**src/rtl/flash_host_consts.svh**
```systemverilog
// timing counts and command constants for the parallel flash host controller
`ifndef FLASH_HOST_CONSTS_SVH
`define FLASH_HOST_CONSTS_SVH
`define CLK_PERIOD_NS 10
`define RESET_LOW_PULSE_NS 100
`define RESET_LOW_PULSE_CYC ((`RESET_LOW_PULSE_NS + `CLK_PERIOD_NS - 1) / `CLK_PERIOD_NS)
`define RESET_TO_WRITE_NS 1000
`define RESET_TO_WRITE_CYC ((`RESET_TO_WRITE_NS + `CLK_PERIOD_NS - 1) / `CLK_PERIOD_NS)
`define RESET_TO_OUTPUT_NS 400
`define RESET_TO_OUTPUT_CYC ((`RESET_TO_OUTPUT_NS + `CLK_PERIOD_NS - 1) / `CLK_PERIOD_NS)
`define ACCESS_NS 90
`define ACCESS_CYC ((`ACCESS_NS + `CLK_PERIOD_NS - 1) / `CLK_PERIOD_NS)
`define WRITE_PULSE_NS 50
`define WRITE_PULSE_CYC ((`WRITE_PULSE_NS + `CLK_PERIOD_NS - 1) / `CLK_PERIOD_NS)
`define SETUP_CYC 1
`define HOLD_CYC 1
`define CMD_READ_ARRAY 8'hFF
`endif

```
**src/rtl/flash_host_pkg.sv**
```systemverilog
// types shared by the parallel flash host controller
package flash_host_pkg;
  typedef enum logic [1:0] {OP_READ, OP_WRITE, OP_RESET} op_t;
  typedef struct packed {
    logic [1:0] op;
    logic [23:0] addr;
    logic [15:0] data;
  } request_t;
  typedef struct packed {
    logic selectANotReg;
    logic selectBNotReg;
    logic outputEnableN;
    logic writeEnableN;
    logic resetPowerdownN;
    logic byteWide;
  } pins_t;
endpackage : flash_host_pkg

```
**src/rtl/pin_sync.sv**
```systemverilog
// three-stage synchroniser; output changes once stages two and three agree
module pin_sync #(
  parameter int WIDTH = 1
) (
  input wire logic clock,
  input wire logic nrst,
  input wire logic [WIDTH-1:0] pinIn,
  output logic [WIDTH-1:0] syncOut
);
  initial
  begin
    if (WIDTH < 1) $error("pin_sync: WIDTH must be positive");
  end
  typedef struct packed {
    logic [WIDTH-1:0] s1;
    logic [WIDTH-1:0] s2;
    logic [WIDTH-1:0] s3;
    logic [WIDTH-1:0] out;
  } sync_state_t;
  sync_state_t state_reg;
  sync_state_t state_next;
  always_comb
  begin
    state_next = state_reg;
    state_next.s1 = pinIn;
    state_next.s2 = state_reg.s1;
    state_next.s3 = state_reg.s2;
    for (int i = 0; i < WIDTH; i++)
    begin
      if (state_reg.s2[i] == state_reg.s3[i]) state_next.out[i] = state_reg.s3[i];
    end
  end
  always_ff @(posedge clock)
  begin
    if (!nrst) state_reg <= '{default: '1};
    else state_reg <= state_next;
  end
  assign syncOut = state_reg.out;
endmodule : pin_sync

```
**src/rtl/flash_host_ctrl.sv**
```systemverilog
// host-side bus controller driving an asynchronous parallel flash through its pins
`include "flash_host_consts.svh"
module flash_host_ctrl #(
  parameter int ADDR_WIDTH = 24,
  parameter int ACCESS_CYCLES = `ACCESS_CYC,
  parameter int WRITE_PULSE_CYCLES = `WRITE_PULSE_CYC,
  parameter int RESET_LOW_CYCLES = `RESET_LOW_PULSE_CYC,
  parameter int RESET_RECOVERY_CYCLES = `RESET_TO_WRITE_CYC,
  parameter int OUTPUT_WAKE_CYCLES = `RESET_TO_OUTPUT_CYC
) (
  input wire logic clock,
  input wire logic nrst,
  input wire logic reqValid,
  output logic reqReady,
  input wire flash_host_pkg::request_t req,
  input wire logic byteMode,
  output logic rspValid,
  output logic [15:0] rspData,
  output logic busy,
  output logic deviceBusy,
  output logic [ADDR_WIDTH-1:0] flashAddr,
  output logic [15:0] dqOut,
  output logic dqOe,
  input wire logic [15:0] dqIn,
  output logic select_a_n,
  output logic select_b_n,
  output logic outputEnableN,
  output logic writeEnableN,
  output logic reset_powerdown_n,
  output logic byteWideN,
  input wire logic ready_busy_n
);
  initial
  begin
    if (ADDR_WIDTH < 1 || ADDR_WIDTH > 24) $error("flash_host_ctrl: ADDR_WIDTH out of range");
    // the data synchroniser needs two access cycles of margin before the sample
    if (ACCESS_CYCLES < 2 || WRITE_PULSE_CYCLES < 1) $error("flash_host_ctrl: bad timing");
    if (RESET_RECOVERY_CYCLES < OUTPUT_WAKE_CYCLES) $error("flash_host_ctrl: bad recovery");
  end
  typedef enum logic [2:0] {ST_RESET, ST_RECOVER, ST_IDLE, ST_RD_WAIT, ST_RD_END,
                            ST_WR_SETUP, ST_WR_PULSE, ST_WR_HOLD} phase_t;
  typedef struct packed {
    phase_t phase;
    logic [15:0] count;
    logic [ADDR_WIDTH-1:0] addr;
    logic [15:0] wdata;
    logic [15:0] rdata;
    logic rvalid;
    logic wideBus;
    flash_host_pkg::pins_t pins;
    logic driveDq;
  } ctrl_state_t;
  ctrl_state_t state_reg;
  ctrl_state_t state_next;
  logic rdyBusySync;
  logic [15:0] dqSync;
  logic [15:0] lowLaneMask;
  // status pin is open drain from the device; synchronise before use
  pin_sync #(.WIDTH(1)) uStsSync (
    .clock(clock),
    .nrst(nrst),
    .pinIn(ready_busy_n),
    .syncOut(rdyBusySync)
  );
  // data pins come from the device as well; the access window absorbs the sync delay
  pin_sync #(.WIDTH(16)) uDqSync (
    .clock(clock),
    .nrst(nrst),
    .pinIn(dqIn),
    .syncOut(dqSync)
  );
  always_comb
  begin
    state_next = state_reg;
    state_next.rvalid = 1'b0;
    lowLaneMask = state_reg.wideBus ? 16'hFFFF : 16'h00FF;
    unique case (state_reg.phase)
      ST_RESET:
      begin
        // hold reset low with everything idle; device aborts any algorithm
        state_next.pins = '{1'b1, 1'b1, 1'b1, 1'b1, 1'b0, state_reg.wideBus};
        state_next.driveDq = 1'b0;
        if (state_reg.count >= 16'(RESET_LOW_CYCLES - 1))
        begin
          state_next.phase = ST_RECOVER;
          state_next.count = '0;
          state_next.pins.resetPowerdownN = 1'b1;
        end
        else state_next.count = state_reg.count + 16'h0001;
      end
      ST_RECOVER:
      begin
        // no access until recovery elapsed and device reports ready
        if (state_reg.count >= 16'(RESET_RECOVERY_CYCLES - 1) && rdyBusySync)
        begin
          state_next.phase = ST_IDLE;
          state_next.count = '0;
        end
        else if (state_reg.count < 16'hFFFF) state_next.count = state_reg.count + 16'h0001;
      end
      ST_IDLE:
      begin
        state_next.count = '0;
        if (reqValid)
        begin
          state_next.addr = req.addr[ADDR_WIDTH-1:0];
          state_next.wdata = req.data & lowLaneMask;
          unique case (req.op)
            2'(flash_host_pkg::OP_RESET):
            begin
              state_next.phase = ST_RESET;
              state_next.pins.resetPowerdownN = 1'b0;
            end
            2'(flash_host_pkg::OP_WRITE):
            begin
              // WE stays high for setup; OE high first so the two never overlap
              state_next.phase = ST_WR_SETUP;
              state_next.pins.outputEnableN = 1'b1;
              state_next.pins.selectANotReg = 1'b0;
              state_next.pins.selectBNotReg = 1'b0;
              state_next.driveDq = 1'b1;
            end
            default:
            begin
              // read of whatever mode was last selected by command
              state_next.phase = ST_RD_WAIT;
              state_next.pins.writeEnableN = 1'b1;
              state_next.pins.selectANotReg = 1'b0;
              state_next.pins.selectBNotReg = 1'b0;
              state_next.pins.outputEnableN = 1'b0;
              state_next.driveDq = 1'b0;
            end
          endcase
        end
        // width only changes while idle, never inside a bus cycle
        else state_next.wideBus = !byteMode;
      end
      ST_RD_WAIT:
      begin
        if (state_reg.count >= 16'(ACCESS_CYCLES + 3))
        begin
          state_next.rdata = dqSync & lowLaneMask;
          state_next.rvalid = 1'b1;
          state_next.phase = ST_RD_END;
          state_next.pins.outputEnableN = 1'b1;
          state_next.pins.selectANotReg = 1'b1;
          state_next.pins.selectBNotReg = 1'b1;
        end
        else state_next.count = state_reg.count + 16'h0001;
      end
      ST_RD_END:
      begin
        state_next.phase = ST_IDLE;
      end
      ST_WR_SETUP:
      begin
        state_next.phase = ST_WR_PULSE;
        state_next.count = '0;
        state_next.pins.writeEnableN = 1'b0;
      end
      ST_WR_PULSE:
      begin
        if (state_reg.count >= 16'(WRITE_PULSE_CYCLES - 1))
        begin
          // WE rises first so the device latches address and data there
          state_next.pins.writeEnableN = 1'b1;
          state_next.phase = ST_WR_HOLD;
        end
        else state_next.count = state_reg.count + 16'h0001;
      end
      ST_WR_HOLD:
      begin
        state_next.pins.selectANotReg = 1'b1;
        state_next.pins.selectBNotReg = 1'b1;
        state_next.driveDq = 1'b0;
        state_next.phase = ST_IDLE;
      end
    endcase
  end
  always_ff @(posedge clock)
  begin
    if (!nrst)
    begin
      state_reg <= '0;
      state_reg.phase <= ST_RESET;
      state_reg.pins <= '{1'b1, 1'b1, 1'b1, 1'b1, 1'b0, 1'b1};
      state_reg.wideBus <= 1'b1;
    end
    else
    begin
      state_reg <= state_next;
    end
  end
  assign reqReady = (state_reg.phase == ST_IDLE);
  assign rspValid = state_reg.rvalid;
  assign rspData = state_reg.rdata;
  assign busy = (state_reg.phase != ST_IDLE);
  assign deviceBusy = !rdyBusySync;
  assign flashAddr = state_reg.addr;
  assign dqOut = state_reg.wdata;
  assign dqOe = state_reg.driveDq;
  assign select_a_n = state_reg.pins.selectANotReg;
  assign select_b_n = state_reg.pins.selectBNotReg;
  assign outputEnableN = state_reg.pins.outputEnableN;
  assign writeEnableN = state_reg.pins.writeEnableN;
  assign reset_powerdown_n = state_reg.pins.resetPowerdownN;
  assign byteWideN = state_reg.wideBus;
endmodule : flash_host_ctrl

```
**config.mk**
```make
export PLATFORM = sky130hd
export DESIGN_NAME = flash_host_ctrl
export DESIGN_NICKNAME = d
export VERILOG_FILES = /design/src/rtl/flash_host_pkg.sv /design/src/rtl/pin_sync.sv /design/src/rtl/flash_host_ctrl.sv
export VERILOG_INCLUDE_DIRS = /design/src /design/src/rtl
export SDC_FILE = /design/constraint.sdc
export NUM_CORES = 1
export LEC_CHECK = 0
export ABC_CLOCK_PERIOD_IN_PS = 3400
export BUFFER_PORTS_ARGS = -buffer_cell sky130_fd_sc_hd__buf_2
export CAP_MARGIN = 20
export CELL_PAD_IN_SITES_DETAIL_PLACEMENT = 1
export CELL_PAD_IN_SITES_GLOBAL_PLACEMENT = 2
export CORE_MARGIN = 5
export CORE_UTILIZATION = 35
export CTS_CLUSTER_DIAMETER = 40
export DETAILED_ROUTE_END_ITERATION = 8
export GPL_TIMING_DRIVEN = 0
export PLACE_DENSITY_LB_ADDON = 0.2
export SLEW_MARGIN = 40
export SYNTH_ARGS = -nofsm -noshare
export SYNTH_HDL_FRONTEND = slang
export SYNTH_HIERARCHICAL = 1
export SYNTH_SLANG_ARGS = --single-unit
```
**constraint.sdc**
```tcl
create_clock -name clock -period 3.4 [get_ports clock]
set_input_delay 0.17 -clock clock [delete_from_list [all_inputs] [get_ports clock]]
set_output_delay 0.17 -clock clock [all_outputs]
set_load 0.01 [all_outputs]
```
==> flow_summary.json, run 1 <==
{
  "swShare_pct": 25.5,
  "drt_iter0_drc": 233,
  "numPortBuffers": 129,
  "cts_sinks": 150,
  "synth_ff_type": "dfxtp_1",
  "cp-startpoint": "state_reg[65]$_SDFFE_PN0P_",
  "max-cap-violations": 0,
  "final_cell_mix": "dfxtp_1, buf_2, nand2_1, a21oi_1, buf_4",
  "grt_first_pass_wirelength_um": 28700,
  "status": "finished clean",
  "largest_register_ffs": 32,
  "cp.required_ns": 3.72,
  "timing.rr.start": "state_reg[65]$_SDFFE_PN0P_",
  "post-route-min-period_ns": 2.57,
  "detail-route-antenna-nets": 0,
  "grt_usage_pct": 17.4,
  "clock_latency_ns": 0.42,
  "synth_edf_count": 0,
  "vias": 5617,
  "synth-seq-cells": 150,
  "p_per_area_nw_per_um2": 484,
  "vias_per_cell": 4.86,
  "clockBufferDepth": 2,
  "finish.net_count": 985,
  "internal_power_mw": 2.98,
  "initial_core_util_pct": 35.9,
  "crit_fanout": 10,
  "drv_slew": 0,
  "fp-row-count": 48,
  "dp_hpwl_um": 12900,
  "grt_pass1_vias": 5871,
  "fin_ws_ns": 0.830,
  "hold_path_depth": 3,
  "leakagePower_nw": 3.47,
  "numCtsBuffers": 17,
  "place_congestion": 0.837,
  "post-place-ws_ns": 0.834,
  "drc": 0,
  "critPathLaunchType": "flip-flop",
  "wirelength_um": 17800,
  "period_share_pct": 75.6,
  "fin_worst_skew_ns": 0.00725,
  "async_reset_ff_share_pct": 0,
  "die_area_um2": 20600,
  "clock-root-buffer": "clkbuf_16",
  "syn_avg_cell_area_um2": 8.69,
  "p_comb_share_pct": 7.8,
  "final_common_cell": "dfxtp_1",
  "min_from": "req[11]",
  "antenna_found_initial": 0,
  "drt_pass1_iterations": 4,
  "layout-drive-gt1-share_pct": 28.5,
  "hold_ws_ns": 0.0215,
  "netlist_instances": 719,
  "finalHoldViolCount": 0,
  "final_util_pct": 47.4,
  "hp-class": "in2reg",
  "cts_tree": "built",
  "synth_warnings": 6,
  "syn_to_final_growth_pct": 32.1,
  "syn_area_um2": 6250,
  "placed_cell_area_um2": 7170,
  "p_seq_share_pct": 45.4,
  "cp-end-kind": "flip-flop",
  "slew_headroom_pct": 50.9,
  "worstSetupPathType": "reg2reg",
  "clk_pin_slew_worst_paths_ns": 0.07,
  "worstRegToRegCells": 7,
  "yosysSeqAreaShare_pct": 48.1,
  "setup_tns_ns": 0,
  "fp.dieW_um": 144,
  "critPathArrivalTime_ns": 2.89,
  "wl_per_cell_um": 15.4,
  "cts_max_level": 4,
  "final_area_um2": 8260,
  "rsz0062_at_grt": "no",
  "power.share.clock_pct": 46.7,
  "die_y_um": 144,
  "grt_max_degree": 17,
  "post_cts_resized": 0,
  "peakVddDrop_uv": 332,
  "synth_nets": 788,
  "yosysUniqueCellTypes": 55,
  "tightest_slew_ns": 0.736,
  "io_pins": 130,
  "setup_viol": 0,
  "core_area_um2": 17400,
  "max_freq_ghz": 0.389,
  "switchingPower_mw": 1.02,
  "overflow": 0
}
power groups by stage:
stage | registers (mW) | logic (mW) | clock network [mW]
after floorplan | 1.85 | 0.174 | 0
after global placement | 1.85 | 0.261 | 0
after detailed placement | 1.85 | 0.273 | 0
after CTS | 1.81 | 0.318 | 1.92
after global routing | 1.82 | 0.348 | 1.99
final | 1.81 | 0.313 | 1.87
metal layers:
| metal | global-route usage [%] | wire length, µm |
|---|---|---|
| met1 | 20.9 | 7530 |
| met2 | 31.2 | 9020 |
| met3 | 3.00 | 918 |
| met4 | 6.10 | 292 |
| met5 | 0 | 0 |
layout make-up:
cell class	instances	area [µm²]
fill	2082	9160
sequential	150	3000
multi-input combinational	443	2460
timing repair buffer	178	1140
buffer	117	758
clock buffer	17	425
tap	225	282
clock inverter	15	156
inverter	9	33.8
antenna	1	2.50
timing repair:
action / 4_1_cts / 5_1_grt
endpoints found under the hold margin: 49 / 0
setup buffers: 0 / 0
setup endpoints to repair: 0 / 0
hold buffers: 49 / 0
worst max-delay path, cell delays in order (launching register included):
cell       delay [ns]
dfxtp_1          0.38
ha_1             0.27
or4_1            0.43
a2111oi_2        0.51
o21ai_1          0.25
nand3_4          0.20
nand2_8          0.11
o41ai_2          0.31
final timing paths:
kind	slack, ns	endpoint
max	0.83	state_reg[68]$_SDFFE_PN0P_
min	0.02	dqOut[11]$_SDFFE_PN0P_
min reg2reg	0.41	uDqSync/state_next[22]$_SDFF_PN1_
max reg2reg	0.83	state_reg[68]$_SDFFE_PN0P_
Yosys cell counts, drive strengths merged (2+ instances only):
library cell | n | area share (%)
or2b | 4 | 0.48
nand2 | 117 | 7.3
nand4 | 7 | 0.70
a2bb2oi | 2 | 0.28
o41ai | 4 | 1.0
dfxtp | 150 | 48
nand3b | 3 | 0.36
clkbuf | 29 | 1.8
o21ai | 33 | 2.6
a21oi | 83 | 6.6
nor4 | 3 | 0.54
nor2 | 32 | 1.9
or4 | 3 | 0.42
nand4b | 4 | 0.56
buf | 88 | 10
and3 | 6 | 0.60
a2111oi | 2 | 0.38
ha | 6 | 1.2
a22oi | 2 | 0.24
o211ai | 4 | 0.48
nand2b | 51 | 5.1
or3 | 4 | 0.40
a31o | 2 | 0.28
a32oi | 4 | 0.56
and2 | 3 | 0.30
nor2b | 3 | 0.30
nor3 | 5 | 0.40
o31ai | 3 | 0.36
a31oi | 6 | 0.60
a211o | 2 | 0.28
inv | 9 | 0.54
nand3 | 33 | 2.9
per-stage QoR:
step	power, mW	instances
2_1_floorplan	2.02	719
3_3_place_gp	2.11	1073
3_5_place_dp	2.13	1073
4_1_cts	4.05	1154
5_1_grt	4.16	1154
6_report	3.99	1155
logic make-up after synthesis:
family	Yosys count	synth area share [%]
buffers and inverters	126	12.7
adders and majority gates	6	1.20
DFF	150	48.1
AOI/OAI and AO/OA	156	15.3
and+or+nand+nor	281	22.7
Note: power is estimated with default switching activity, not from simulation.
==> run 2: changes to the inputs <==
--- a/config.mk
+++ b/config.mk
@@ -6,13 +6,13 @@
 export SDC_FILE = /design/constraint.sdc
 export NUM_CORES = 1
 export LEC_CHECK = 0
-export ABC_CLOCK_PERIOD_IN_PS = 3400
+export ABC_CLOCK_PERIOD_IN_PS = 2300
 export BUFFER_PORTS_ARGS = -buffer_cell sky130_fd_sc_hd__buf_2
 export CAP_MARGIN = 20
 export CELL_PAD_IN_SITES_DETAIL_PLACEMENT = 1
 export CELL_PAD_IN_SITES_GLOBAL_PLACEMENT = 2
 export CORE_MARGIN = 5
-export CORE_UTILIZATION = 35
+export CORE_UTILIZATION = 29
 export CTS_CLUSTER_DIAMETER = 40
 export DETAILED_ROUTE_END_ITERATION = 8
 export GPL_TIMING_DRIVEN = 0
==> constraint.sdc (replaced) <==
create_clock -name clock -period 2.3 [get_ports clock]
set_input_delay 0.115 -clock clock [delete_from_list [all_inputs] [get_ports clock]]
set_output_delay 0.115 -clock clock [all_outputs]
set_load 0.01 [all_outputs]
==> flow_summary.json, run 2 (synthesized netlist as in run 1, its figures left out) <==
{
  "status": "finished with violations",
  "failed_checks": "negative setup slack",
  "clk_pin_slew_worst_paths_ns": 0.07,
  "grt_pass1_vias": 5835,
  "cp-end-kind": "flip-flop",
  "finish.net_count": 1012,
  "p_comb_share_pct": 9.8,
  "power.share.clock_pct": 46.8,
  "cts_sinks": 150,
  "io_pins": 130,
  "p_per_area_nw_per_um2": 706,
  "fp.dieW_um": 157,
  "finalHoldViolCount": 0,
  "max_freq_ghz": 0.432,
  "die_y_um": 157,
  "detail-route-antenna-nets": 0,
  "fillers": 2487,
  "crit_fanout": 5,
  "period_share_pct": 101,
  "final_cell_mix": "dfxtp_1, buf_2, nand2_1, buf_4, a21oi_1",
  "switchingPower_mw": 1.65,
  "post-route-min-period_ns": 2.32,
  "largest_register_ffs": 32,
  "initial_core_util_pct": 29.6,
  "grt_max_degree": 19,
  "vias": 5668,
  "slowest_delay_ns": 0.57,
  "placed_cell_area_um2": 7240,
  "setup_viol": 1,
  "slew_headroom_pct": 48.9,
  "setup_tns_ns": -0.0169,
  "crit_family": "simple AND/OR/NAND/NOR gates",
  "clock_latency_ns": 0.43,
  "die_area_um2": 24600,
  "fp-row-count": 53,
  "drt_iter0_drc": 202,
  "critPathArrivalTime_ns": 2.66,
  "drv_slew": 0,
  "final_util_pct": 41.7,
  "hold_ws_ns": 0.0463,
  "reg2reg_slack_ns": -0.02,
  "worstSetupPathType": "reg2reg",
  "grt_usage_pct": 15.0,
  "leakagePower_nw": 3.68,
  "layout-drive-gt1-share_pct": 32.5,
  "grt_first_pass_wirelength_um": 29700,
  "final_common_cell": "dfxtp_1",
  "cp_slowest_cell": "or4_4",
  "fin_ws_ns": -0.0169,
  "crit_buf_inv": 4,
  "fin_worst_skew_ns": 0.00797,
  "cp.required_ns": 2.64,
  "swShare_pct": 26.6,
  "antenna_found_initial": 0,
  "drc": 0,
  "core_area_um2": 21100,
  "hp-class": "in2reg",
  "tightest_slew_ns": 0.767,
  "post-place-ws_ns": -0.238,
  "critPathLaunchType": "flip-flop",
  "stdcell_count": 1231,
  "peakVddDrop_uv": 488,
  "overflow": 0,
  "dp_cells": 1123,
  "vias_per_cell": 4.60,
  "numPortBuffers": 129,
  "power_mw": 6.20,
  "p_seq_share_pct": 43.4,
  "crit_path_cell_trace": "or4_4 -> buf_6 -> a2111oi_4 -> buf_4 -> o21ai_4 -> nand3_4 -> buf_12 -> buf_8 -> nand4b_1 -> o211ai_1",
  "internal_power_mw": 4.55,
  "max-cap-violations": 0,
  "dp_hpwl_um": 13000,
  "final_area_um2": 8790,
  "wl_per_cell_um": 15.1,
  "clock-root-buffer": "clkbuf_16",
  "syn_to_final_growth_pct": 40.6,
  "rsz0062_at_grt": "yes",
  "numCtsBuffers": 17,
  "cts_tree": "built",
  "drt_pass1_iterations": 6,
  "place_congestion": 0.766,
  "cts_max_level": 4,
  "n_antenna_cell": 0,
  "wirelength_um": 18600,
  "clockBufferDepth": 2
}
## run 2: changes by cell type in the layout (fill, tap and decap cells not counted), sizes merged
cell         before  now
buf             217  235
bufbuf            0    1
clkbuf           46   44
clkinv            2    4
clkinvlp          2    1
diode             1    0
dlygate4sd3      49   58
inv              19   18
nand2           117  118
## run 2: metal layers
| metal | wire, µm | track usage (%) | up-vias |
|---|---|---|---|
| li1 | - | - | 2825 |
| met1 | 8420 | 19.1 | 2674 |
| met2 | 9000 | 25.6 | 149 |
| met3 | 940 | 2.90 | 20 |
| met4 | 237 | 4.83 | 0 |
| met5 | 0 | 0 | - |
## run 2: worst paths after layout
kind / start / end / depth (start not counted)
hold reg to reg: uDqSync/state_next[35]$_SDFF_PN1_ / uDqSync/state_next[19]$_SDFF_PN1_ / 1
hold / removal: nrst / uStsSync/state_next[2]$_SDFF_PN1_ / 2
setup reg to reg: state_reg[77]$_SDFFE_PN0P_ / state_reg[67]$_SDFFE_PN0P_ / 10
setup / recovery: state_reg[77]$_SDFFE_PN0P_ / state_reg[67]$_SDFFE_PN0P_ / 10
## run 2: area by class of cell
class | count | area (µm²) | share of cell area [%]
plain buffers | 114 | 768 | 8.74
clock buffers | 17 | 425 | 4.84
clock inverters | 15 | 201 | 2.29
inverters | 9 | 33.8 | 0.385
multi-input cells | 444 | 2580 | 29.3
flip-flops and latches | 150 | 3020 | 34.3
well taps | 275 | 344 | 3.92
repair buffers | 207 | 1420 | 16.1
## run 2: power by group through the flow
| stage | Combinational [mW] | Clock, mW | Sequential [mW] |
|---|---|---|---|
| 2_1_floorplan | 0.257 | 0 | 2.73 |
| 3_3_place_gp | 0.391 | 0 | 2.74 |
| 3_5_place_dp | 0.400 | 0 | 2.74 |
| 4_1_cts | 0.588 | 3.01 | 2.69 |
| 5_1_grt | 0.662 | 3.11 | 2.70 |
| 6_report | 0.606 | 2.90 | 2.69 |
## run 2: timing repair
item | 4_1_cts | 5_1_grt
setup endpoints to repair | 28 | 64
endpoints found under the hold margin | 58 | 0
resized for setup | 25 | 28
pin swaps | 11 | 11
setup buffers | 13 | 4
gates cloned | 3 | 1
hold buffers | 58 | 0
==> run 3: changes to the inputs <==
--- a/config.mk
+++ b/config.mk
@@ -11,6 +11,7 @@
 export CAP_MARGIN = 20
 export CELL_PAD_IN_SITES_DETAIL_PLACEMENT = 1
 export CELL_PAD_IN_SITES_GLOBAL_PLACEMENT = 2
+export CORE_ASPECT_RATIO = 1.1
 export CORE_MARGIN = 5
 export CORE_UTILIZATION = 29
 export CTS_CLUSTER_DIAMETER = 40
==> flow_summary.json, run 3 (synthesized netlist as in run 1, its figures left out) <==
{
  "clock-root-buffer": "clkbuf_16",
  "cp-end-kind": "flip-flop",
  "cts_tree": "built",
  "overflow": 0,
  "placed_cell_area_um2": 7260,
  "die_area_um2": 24600,
  "slowest_delay_ns": 0.55,
  "crit_family": "simple AND/OR/NAND/NOR gates",
  "n_antenna_cell": 0,
  "critPathArrivalTime_ns": 2.64,
  "fp.dieW_um": 150,
  "syn_to_final_growth_pct": 40.2,
  "drv_slew": 0,
  "cts_max_level": 4,
  "max_freq_ghz": 0.432,
  "post-route-min-period_ns": 2.31,
  "numPortBuffers": 129,
  "status": "finished with violations",
  "p_per_area_nw_per_um2": 695,
  "largest_register_ffs": 32,
  "worstSetupPathType": "reg2reg",
  "vias": 5700,
  "dp_hpwl_um": 13300,
  "final_cell_mix": "dfxtp_1, buf_2, nand2_1, buf_4, a21oi_1",
  "detail-route-antenna-nets": 0,
  "dp_cells": 1138,
  "leakagePower_nw": 3.66,
  "failed_checks": "negative setup slack",
  "grt_max_degree": 17,
  "final_area_um2": 8760,
  "cp.required_ns": 2.63,
  "stdcell_count": 1244,
  "hp-class": "in2reg",
  "numCtsBuffers": 17,
  "max-cap-violations": 0,
  "grt_pass1_vias": 6090,
  "wl_per_cell_um": 15.2,
  "period_share_pct": 101,
  "wirelength_um": 19000,
  "place_congestion": 0.786,
  "crit_buf_inv": 2,
  "cp_slowest_cell": "or4_4",
  "drc": 0,
  "critPathLaunchType": "flip-flop",
  "finish.net_count": 1010,
  "crit_fanout": 7,
  "final_common_cell": "dfxtp_1",
  "slew_headroom_pct": 45.8,
  "clk_pin_slew_worst_paths_ns": 0.06,
  "antenna_found_initial": 0,
  "cts_sinks": 150,
  "tightest_slew_ns": 0.813,
  "drt_pass1_iterations": 4,
  "fin_worst_skew_ns": 0.0107,
  "rsz0062_at_grt": "yes",
  "clockBufferDepth": 2,
  "fp-row-count": 56,
  "grt_usage_pct": 15.3,
  "drt_iter0_drc": 224,
  "die_y_um": 164,
  "io_pins": 130,
  "vias_per_cell": 4.58,
  "peakVddDrop_uv": 500,
  "grt_first_pass_wirelength_um": 30100,
  "clock_latency_ns": 0.42,
  "finalHoldViolCount": 0,
  "power_mw": 6.09,
  "crit_path_cell_trace": "or4_4 -> buf_6 -> a2111oi_4 -> buf_4 -> o21ai_4 -> nand3_4 -> nand4_1 -> o31ai_1",
  "fin_ws_ns": -0.0135,
  "layout-drive-gt1-share_pct": 32.5,
  "setup_viol": 6,
  "initial_core_util_pct": 29.3,
  "core_area_um2": 21300
}
run 3: area by class of cell:
type                       instances  area (µm²)
fill                            2563       12500
sequential                       150        3020
multi-input combinational        444        2560
clock inverter                    14         158
clock buffer                      18         439
tap                              290         363
timing repair buffer             205        1410
buffer                           114         779
inverter                           9        33.8
run 3: power breakdown:
group	switching, mW	leakage, nW	internal (mW)	total, mW
clock	1.24	0.297	1.58	2.81
sequential	0.0377	1.22	2.65	2.69
combinational	0.299	2.14	0.281	0.580
run 3: worst paths after layout:
check	start	endpoint	slack, ns	depth (start not counted)
worst max-delay path	state_reg[77]$_SDFFE_PN0P_	state_reg[80]$_SDFFE_PN0P_	-0.01	8
worst min-delay path	nrst	uStsSync/state_next[2]$_SDFF_PN1_	0.04	2
worst max register to register	state_reg[77]$_SDFFE_PN0P_	state_reg[80]$_SDFFE_PN0P_	-0.01	8
worst min register to register	uDqSync/state_next[46]$_SDFF_PN1_	uDqSync/state_next[30]$_SDFF_PN1_	0.41	1
run 3: routing by layer:
| layer | GRT usage (%) | up-vias | routed length, µm |
|---|---|---|---|
| li1 | - | 2815 | - |
| met1 | 17.9 | 2737 | 8300 |
| met5 | 0 | - | 0 |
| met2 | 27.4 | 131 | 9480 |
| met4 | 4.99 | 0 | 253 |
| met3 | 3.89 | 17 | 916 |
run 3: repair_timing:
item | CTS | global route
gates cloned | 2 | 1
buffers inserted | 13 | 4
pin swaps | 13 | 12
gates resized for setup | 25 | 30
hold endpoints to repair | 58 | 0
hold buffers | 58 | 0
endpoints found under the setup margin | 28 | 74
run 3: stage by stage:
step / util [%] / TNS [ns] / hold slack [ns] / setup WS (ns)
after floorplan: - / 0 / 0.188 / 0.117
after global placement: 34.1 / -3.65 / 0.296 / -0.193
after detailed placement: 34.1 / -4.00 / 0.299 / -0.202
after CTS: 40.7 / 0 / 0.0461 / 0.00286
after global routing: 41.1 / -1.21 / 0.0626 / -0.117
final: 41.1 / -0.0566 / 0.0438 / -0.0135
